## src/mxbbe_pkg.sv

```systemverilog
// Purpose: constants for the transfer, table-read and bit-processor executor
// Assumes: classic 8-bit core opcode encodings, bit address in instruction
// Notes: one memory access per state, pc points past current instruction
// Behaviour
// - external moves use r0/r1 or data pointer
// - accumulator is sole external data source/sink
// - table read at data pointer plus accumulator
// - pc-based table uses next-instruction pc base
// - lookup instructions never write program memory
// - bits 00h-7Fh ram, 80h-FFh special space
// - operand bit given by direct address only
// - carry is bit accumulator, also bit-addressable
// - and/or, notted forms, move, clear, set, complement
// - jumps on carry or bit, else fall through
// - test-and-clear jump clears bit when taken
// - taken jump adds signed offset to pc
// - range -128..+127 from following instruction
// - every port line individually bit-addressable
// - every status word bit bit-addressable
// - nibble exchange swaps only low nibbles
// - external move three cycles, third has no fetch
package mxbbe_pkg;
    localparam logic [7:0] OP_XRD_R   = 8'hE2; // e2/e3
    localparam logic [7:0] OP_XWR_R   = 8'hF2; // f2/f3
    localparam logic [7:0] OP_XRD_DP  = 8'hE0;
    localparam logic [7:0] OP_XWR_DP  = 8'hF0;
    localparam logic [7:0] OP_TBL_DP  = 8'h93;
    localparam logic [7:0] OP_TBL_PC  = 8'h83;
    localparam logic [7:0] OP_NIBX    = 8'hD6; // d6/d7
    localparam logic [7:0] OP_ANL_B   = 8'h82;
    localparam logic [7:0] OP_ANL_NB  = 8'hB0;
    localparam logic [7:0] OP_ORL_B   = 8'h72;
    localparam logic [7:0] OP_ORL_NB  = 8'hA0;
    localparam logic [7:0] OP_MOV_CB  = 8'hA2;
    localparam logic [7:0] OP_MOV_BC  = 8'h92;
    localparam logic [7:0] OP_CLR_C   = 8'hC3;
    localparam logic [7:0] OP_CLR_B   = 8'hC2;
    localparam logic [7:0] OP_SET_C   = 8'hD3;
    localparam logic [7:0] OP_SET_B   = 8'hD2;
    localparam logic [7:0] OP_INV_C   = 8'hB3;
    localparam logic [7:0] OP_INV_B   = 8'hB2;
    localparam logic [7:0] OP_JMP_CS  = 8'h40;
    localparam logic [7:0] OP_JMP_CC  = 8'h50;
    localparam logic [7:0] OP_JMP_BS  = 8'h20;
    localparam logic [7:0] OP_JMP_BC  = 8'h30;
    localparam logic [7:0] OP_JMP_BSC = 8'h10;
    localparam int         CARRY_POS  = 7;
    localparam logic [7:0] STATUS_BYTE = 8'hD0;
    localparam logic [7:0] CARRY_BIT  = 8'hD7;
    localparam logic [7:0] RAM_BIT_BASE = 8'h20;
    localparam logic [15:0] PC_RESET  = 16'h0000;
    localparam logic [7:0] ACC_RESET  = 8'h00;
    localparam logic [15:0] DP_RESET  = 16'h0000;

    typedef enum logic [3:0] {
        ST_FETCH = 4'h0,
        ST_DEC   = 4'h1,
        ST_OPA   = 4'h2,
        ST_OPB   = 4'h3,
        ST_BRD   = 4'h4,
        ST_BWR   = 4'h5,
        ST_XCY2  = 4'h6,
        ST_TBL   = 4'h7,
        ST_IRD   = 4'h8,
        ST_NIB   = 4'h9
    } mxbbe_state_t;
endpackage : mxbbe_pkg

```

## src/mxbbe_core.sv

```systemverilog
// Purpose: executes transfer, table-read, nibble and bit-processor opcodes
// Assumes: memories answer combinationally in the cycle of the request
// Notes: other opcodes are skipped as one-byte no-ops
`timescale 1ns/1ps
module mxbbe_core
    import mxbbe_pkg::*;
(
    input  wire logic        CLK_I,
    input  wire logic        RST_I,
    input  wire logic [1:0]  BANK_I,
    output logic [15:0] CODE_ADDR_O,
    output logic        CODE_RD_O,
    input  wire logic [7:0]  CODE_DATA_I,
    output logic [15:0] XDATA_ADDR_O,
    output logic        XDATA_RD_O,
    output logic        XDATA_WR_O,
    output logic [7:0]  XDATA_WDATA_O,
    input  wire logic [7:0]  XDATA_RDATA_I,
    output logic [7:0]  IRAM_ADDR_O,
    output logic        IRAM_WR_O,
    output logic [7:0]  IRAM_WDATA_O,
    input  wire logic [7:0]  IRAM_RDATA_I,
    output logic [15:0] PC_O,
    output logic [7:0]  ACC_O,
    output logic [15:0] DATA_POINTER_O,
    output logic [7:0]  PROGRAM_STATUS_WORD_O
);

    typedef struct packed {
        mxbbe_state_t st;
        logic [15:0]  pc;
        logic [7:0]   acc;
        logic [15:0]  dp;
        logic [7:0]   stat;
        logic [7:0]   op;
        logic [7:0]   badr;
        logic [7:0]   rel;
        logic [7:0]   ptr;
        logic [7:0]   byt;
    } mxbbe_s_t;

    mxbbe_s_t s_reg;
    mxbbe_s_t s_next;

    ////////////////////////////////////////////////////////////////////
    function automatic logic is_bitop(input logic [7:0] o);
        is_bitop = (o == OP_ANL_B) || (o == OP_ANL_NB) || (o == OP_ORL_B)
                || (o == OP_ORL_NB) || (o == OP_MOV_CB)
                || (o == OP_MOV_BC) || (o == OP_CLR_B) || (o == OP_SET_B)
                || (o == OP_INV_B) || (o == OP_JMP_BS) || (o == OP_JMP_BC)
                || (o == OP_JMP_BSC);
    endfunction : is_bitop

    // byte holding a bit: ram page from 20h or 8-aligned special byte
    function automatic logic [7:0] bit_byte(input logic [7:0] b);
        if (b[7])
            bit_byte = {b[7:3], 3'b000};
        else
            bit_byte = RAM_BIT_BASE + {4'h0, b[6:3]};
    endfunction : bit_byte

    ////////////////////////////////////////////////////////////////////
    logic [15:0] seq_pc;
    logic        cy;
    logic        bv;
    logic        taken;
    logic [7:0]  nb;

    always_comb
    begin
        s_next         = s_reg;
        seq_pc         = s_reg.pc + 16'h0001;
        cy             = s_reg.stat[CARRY_POS];
        bv             = s_reg.byt[s_reg.badr[2:0]];
        taken          = 1'b0;
        nb             = s_reg.byt;
        CODE_ADDR_O    = s_reg.pc;
        CODE_RD_O      = 1'b0;
        XDATA_ADDR_O   = s_reg.dp;
        XDATA_RD_O     = 1'b0;
        XDATA_WR_O     = 1'b0;
        IRAM_ADDR_O    = s_reg.ptr;
        IRAM_WR_O      = 1'b0;
        IRAM_WDATA_O   = s_reg.byt;
        case (s_reg.st)
            ST_FETCH:
            begin
                CODE_RD_O = 1'b1;
                s_next.op = CODE_DATA_I;
                s_next.pc = seq_pc;
                s_next.st = ST_DEC;
            end
            ST_DEC:
            begin
                s_next.st = ST_FETCH;
                if ({s_reg.op[7:1], 1'b0} == OP_XRD_R
                    || {s_reg.op[7:1], 1'b0} == OP_XWR_R
                    || {s_reg.op[7:1], 1'b0} == OP_NIBX)
                begin
                    // indirect pointer reg r0/r1 of selected bank
                    IRAM_ADDR_O = {3'b000, BANK_I, 2'b00, s_reg.op[0]};
                    s_next.ptr  = IRAM_RDATA_I;
                    s_next.st   = ({s_reg.op[7:1], 1'b0} == OP_NIBX)
                                ? ST_IRD : ST_XCY2;
                end
                else if (s_reg.op == OP_XRD_DP || s_reg.op == OP_XWR_DP)
                    s_next.st = ST_XCY2;
                else if (s_reg.op == OP_TBL_DP || s_reg.op == OP_TBL_PC)
                    s_next.st = ST_TBL;
                else if (s_reg.op == OP_CLR_C)
                    s_next.stat[CARRY_POS] = 1'b0;
                else if (s_reg.op == OP_SET_C)
                    s_next.stat[CARRY_POS] = 1'b1;
                else if (s_reg.op == OP_INV_C)
                    s_next.stat[CARRY_POS] = ~cy;
                else if (s_reg.op == OP_JMP_CS || s_reg.op == OP_JMP_CC)
                    s_next.st = ST_OPB;
                else if (is_bitop(s_reg.op))
                    s_next.st = ST_OPA;
            end
            ST_OPA:
            begin
                CODE_RD_O   = 1'b1;
                s_next.badr = CODE_DATA_I;
                s_next.pc   = seq_pc;
                s_next.st   = (s_reg.op == OP_JMP_BS || s_reg.op == OP_JMP_BC
                              || s_reg.op == OP_JMP_BSC) ? ST_OPB : ST_BRD;
            end
            ST_OPB:
            begin
                CODE_RD_O  = 1'b1;
                s_next.rel = CODE_DATA_I;
                s_next.pc  = seq_pc;
                s_next.st  = (s_reg.op == OP_JMP_CS || s_reg.op == OP_JMP_CC)
                           ? ST_BWR : ST_BRD;
            end
            ST_BRD:
            begin
                // status word is held here, so read it locally
                IRAM_ADDR_O = bit_byte(s_reg.badr);
                s_next.byt  = (bit_byte(s_reg.badr) == STATUS_BYTE)
                            ? s_reg.stat : IRAM_RDATA_I;
                s_next.st   = ST_BWR;
            end
            ST_BWR:
            begin
                s_next.st   = ST_FETCH;
                IRAM_ADDR_O = bit_byte(s_reg.badr);
                case (s_reg.op)
                    OP_ANL_B:  s_next.stat[CARRY_POS] = cy & bv;
                    OP_ANL_NB: s_next.stat[CARRY_POS] = cy & ~bv;
                    OP_ORL_B:  s_next.stat[CARRY_POS] = cy | bv;
                    OP_ORL_NB: s_next.stat[CARRY_POS] = cy | ~bv;
                    OP_MOV_CB: s_next.stat[CARRY_POS] = bv;
                    OP_MOV_BC: nb[s_reg.badr[2:0]] = cy;
                    OP_CLR_B:  nb[s_reg.badr[2:0]] = 1'b0;
                    OP_SET_B:  nb[s_reg.badr[2:0]] = 1'b1;
                    OP_INV_B:  nb[s_reg.badr[2:0]] = ~bv;
                    OP_JMP_CS: taken = cy;
                    OP_JMP_CC: taken = ~cy;
                    OP_JMP_BS: taken = bv;
                    OP_JMP_BC: taken = ~bv;
                    OP_JMP_BSC:
                    begin
                        taken = bv;
                        if (bv)
                            nb[s_reg.badr[2:0]] = 1'b0;
                    end
                    default: taken = 1'b0;
                endcase
                if (nb != s_reg.byt)
                begin
                    if (bit_byte(s_reg.badr) == STATUS_BYTE)
                        s_next.stat = nb;
                    else
                        IRAM_WR_O = 1'b1;
                    IRAM_WDATA_O = nb;
                end
                if (taken)
                    s_next.pc = s_reg.pc
                              + {{8{s_reg.rel[7]}}, s_reg.rel};
            end
            ST_XCY2:
            begin
                // third cycle: no code fetch
                // opcode bit 1 picks the 8-bit pointer form
                XDATA_ADDR_O = s_reg.op[1] ? {8'h00, s_reg.ptr}
                                           : s_reg.dp;
                XDATA_RD_O   = (s_reg.op[7:4] == 4'hE);
                XDATA_WR_O   = (s_reg.op[7:4] == 4'hF);
                if (s_reg.op[7:4] == 4'hE)
                    s_next.acc = XDATA_RDATA_I;
                s_next.st = ST_FETCH;
            end
            ST_TBL:
            begin
                CODE_RD_O   = 1'b1;
                CODE_ADDR_O = (s_reg.op == OP_TBL_DP ? s_reg.dp : s_reg.pc)
                            + {8'h00, s_reg.acc};
                s_next.acc  = CODE_DATA_I;
                s_next.st   = ST_FETCH;
            end
            ST_IRD:
            begin
                s_next.byt = IRAM_RDATA_I;
                s_next.st  = ST_NIB;
            end
            ST_NIB:
            begin
                IRAM_WR_O    = 1'b1;
                IRAM_WDATA_O = {s_reg.byt[7:4], s_reg.acc[3:0]};
                s_next.acc   = {s_reg.acc[7:4], s_reg.byt[3:0]};
                s_next.st    = ST_FETCH;
            end
            default: s_next.st = ST_FETCH;
        endcase
    end

    ////////////////////////////////////////////////////////////////////
    always_ff @(posedge CLK_I or posedge RST_I)
    begin
        if (RST_I)
        begin
            s_reg     <= '0;
            s_reg.st  <= ST_FETCH;
            s_reg.pc  <= PC_RESET;
            s_reg.acc <= ACC_RESET;
            s_reg.dp  <= DP_RESET;
        end
        else
            s_reg <= s_next;
    end

    assign XDATA_WDATA_O         = s_reg.acc;
    assign PC_O                  = s_reg.pc;
    assign ACC_O                 = s_reg.acc;
    assign DATA_POINTER_O        = s_reg.dp;
    assign PROGRAM_STATUS_WORD_O = s_reg.stat;

endmodule : mxbbe_core

```

## config.mk

```make
export PLATFORM = sky130hd
export DESIGN_NAME = mxbbe_core
export DESIGN_NICKNAME = d
export VERILOG_FILES = /design/src/mxbbe_pkg.sv /design/src/mxbbe_core.sv
export SDC_FILE = /design/constraint.sdc
export NUM_CORES = 1
export LEC_CHECK = 0
export BUFFER_PORTS_ARGS = -buffer_cell sky130_fd_sc_hd__buf_2
export CORE_UTILIZATION = 40
export DETAILED_ROUTE_END_ITERATION = 7
export SKIP_LAST_GASP = 1
export SLEW_MARGIN = 20
export SYNTH_ARGS = -nofsm -noshare
export SYNTH_HDL_FRONTEND = slang
export SYNTH_SLANG_ARGS = --single-unit
```

## constraint.sdc

```tcl
create_clock -name CLK_I -period 4.96 [get_ports CLK_I]
set_clock_uncertainty 0.05 [all_clocks]
set_input_delay 0 -clock CLK_I [delete_from_list [all_inputs] [get_ports CLK_I]]
set_output_delay 0 -clock CLK_I [all_outputs]
set_load 0.01 [all_outputs]
```

==> run metrics <==
# hold bufs at CTS 22; number of flip-flops in the largest register 44; HPWL after detailed placement between 10000 and 15000 um; vias in the first global route 5369; Fin. Hold Viols 0; post-DR vias/cell about 5.4; Hold Path Class input pin to register; final net count 919; num rows 45; Max Fclk approximately 240 MHz; final hold slack approximately 0.018 ns; Async S/R FF share, synth 100%; Critical Path End Type output pin; top_reg_cell synth dfrtp_1; IO buf count ~110; Filler cells between 1500 and 2000; RSZ-0062 raised after global routing no; Sw Share between 40% and 50%; Ports 136; Synth Register Bits 76; detailed-route wire length per cell between 15 and 20 um; initial antenna violation count 0; drt drc 0; Max IR drop VDD approximately 0.00032 V; CP Cell Sequence and2_1, nand3_1, or3_1, nand2_1, inv_1, ha_1, a21o_1, a21oi_1, o21ai_0, a31oi_1, o21ai_0, and3_1, nand2_1, o31ai_1, buf_2; Root Buffer clkbuf_16; slowest cell delay on critical path ~0.59 ns; max_slew headroom roughly a third; gr usage total a little under a quarter; max cap viols 0; DP Area 6680 um2; Die Area 16500 um2; Design Area, Final slightly above 7000 um2; cell internal pwr around 2200 uW; Max Slew Vio Count 0; ANT nets after route 0; setup TNS 0 ns; CTS tree built; utilization after layout about 47%; CP max-delay cell or3_1; Data arrival, critical path between 4 and 5 ns; Die W 128 um; initial core utilization 41.5%; Switch Pwr around 1800 uW; fraction of layout cells with a size suffix above 1 20.4%; area grow syn2layout 13.3%; Distinct cells, synth 67; maximum number of pins on one net before global-route repair 77; vias after detailed routing just under 6000; status finished clean; endpoints failing setup 0; Synth Cell Area around 6400 um2; multi-input logic area roughly 3800 um2; CTS H-Tree Depth 3; critical path data required time ~4.9 ns; clock share of power ~18%; WL final 18100 um; Syn. warnings 0; total power about 4000 uW; Crit Path Max Fanout 16; critical setup path kind register to output pin; Seq/Total Area, Yosys between 20% and 30%; Tcrit/Tclk final about 86%; post-layout minimum cycle time between 4 and 5 ns; 1st-iter DRT viols between 400 and 500; register area 1900 um2; register share of total power between 30% and 40%; Setup crit start kind register; CTS Buffer Depth 2; Placer Congestion 0.890; overflow left after global routing 0; drt pass-1 iters 5; clk_lat worst skew about 0.34 ns; post-cts repair resize count 0; first-pass GRT wire length 29000 um; ant diodes 0; Worst-path clk slew 0.06 ns; setup repair bufs after CTS 0; Chip Height 128 um; Post-synth EDFFs 0; Avg Inst Size Synth 7.99 um2; CP top delay family simple AND/OR/NAND/NOR gates; Leak 0.00335 uW; clock sink count 76; Critical path buffers and inverters 2; Slew @ Worst Pin just under 1 ns; PwrDens ~560 nW/um2; total core area 15400 um2; combinational share of power around half; CTS Buf Count 9; Gate Count Post-Synth 799
-- placed cells by master, fill, tap and decap left out, drive strengths merged, types with 24 or more instances in the layout --
cell type	instances
nand2	112
conb	24
o21ai	74
dfrtp	76
nand3	24
nor2	60
buf	119
mux2	30
a21oi	37
-- final timing paths --
kind	cells past startpoint	slack [ns]	endpoint	start
worst max-delay path	15	0.70	CODE_ADDR_O[13]	s_reg[39]
worst min-delay path	4	0.02	ACC_O[6]	XDATA_RDATA_I[6]
worst max register to register	14	0.92	PC_O[14]	s_reg[88]
worst min register to register	2	0.43	s_reg[13]	s_reg[13]
max in group asynchronous	4	4.01	ACC_O[7]	RST_I
min in group asynchronous	4	0.33	PROGRAM_STATUS_WORD_O[6]	RST_I
-- stage by stage --
step | setup WS, ns | std cells
2_1_floorplan | 1.49 | 822
3_3_place_gp | 1.15 | 1044
3_5_place_dp | 0.941 | 1044
4_1_cts | 0.745 | 1082
5_1_grt | 0.365 | 1082
6_report | 0.705 | 1082
-- synthesized netlist by cell type (22+ instances only) --
library cell | n | share of area [%]
o21ai_0 | 71 | 5.6
clkbuf_1 | 32 | 1.9
a21oi_1 | 37 | 2.9
ha_1 | 23 | 4.5
nand2_1 | 112 | 6.6
buf_4 | 64 | 7.5
nor2_1 | 60 | 3.5
dfrtp_1 | 76 | 30
mux2_2 | 27 | 4.8
inv_1 | 22 | 1.3
nand3_1 | 24 | 1.9
and2_1 | 23 | 2.3
-- routing by layer --
metal / wire length, um / GRT usage [%] / vias up
li1: - / - / 2871
met1: 9000 / 33.5 / 2784
met2: 8070 / 34.6 / 165
met3: 781 / 3.37 / 19
met4: 245 / 6.02 / 0
met5: 0 / 0 / -
-- power by group through the flow --
stage / clock network [uW] / registers (uW) / logic, uW
final: 729 / 1290 / 2030
after detailed placement: 0 / 1290 / 2000
after CTS: 742 / 1280 / 2020
after floorplan: 0 / 1040 / 1770
after global routing: 769 / 1340 / 2270
after global placement: 0 / 1290 / 1990
-- tightest hold or removal path: stages --
cell     delay, ns
buf_2         0.08
and3_1        0.13
a21oi_1       0.04
o21ai_0       0.13
-- final cells by class --
cell class	count	area share [%]
flip-flops and latches	76	26.3
multi-input cells	616	52.8
inverters	22	1.16
repair buffers	141	11.6
clock inverters	6	1.19
clock buffers	10	3.30
well taps	211	3.65
-- kinds of logic after synthesis --
kind of cell             Yosys count  synth area share [%]
AND/OR/NAND/NOR                  306                  23.2
AO/OA/AOI/OAI                    197                  19.3
buffers and inverters            130                  11.9
flip-flops                        76                  29.8
multiplexers                      44                  7.86
adder cells (fa/ha/maj)           25                  5.13
XOR/XNOR                          20                  2.74
other                              1                0.0587
Power figures use the tool's default switching activity.
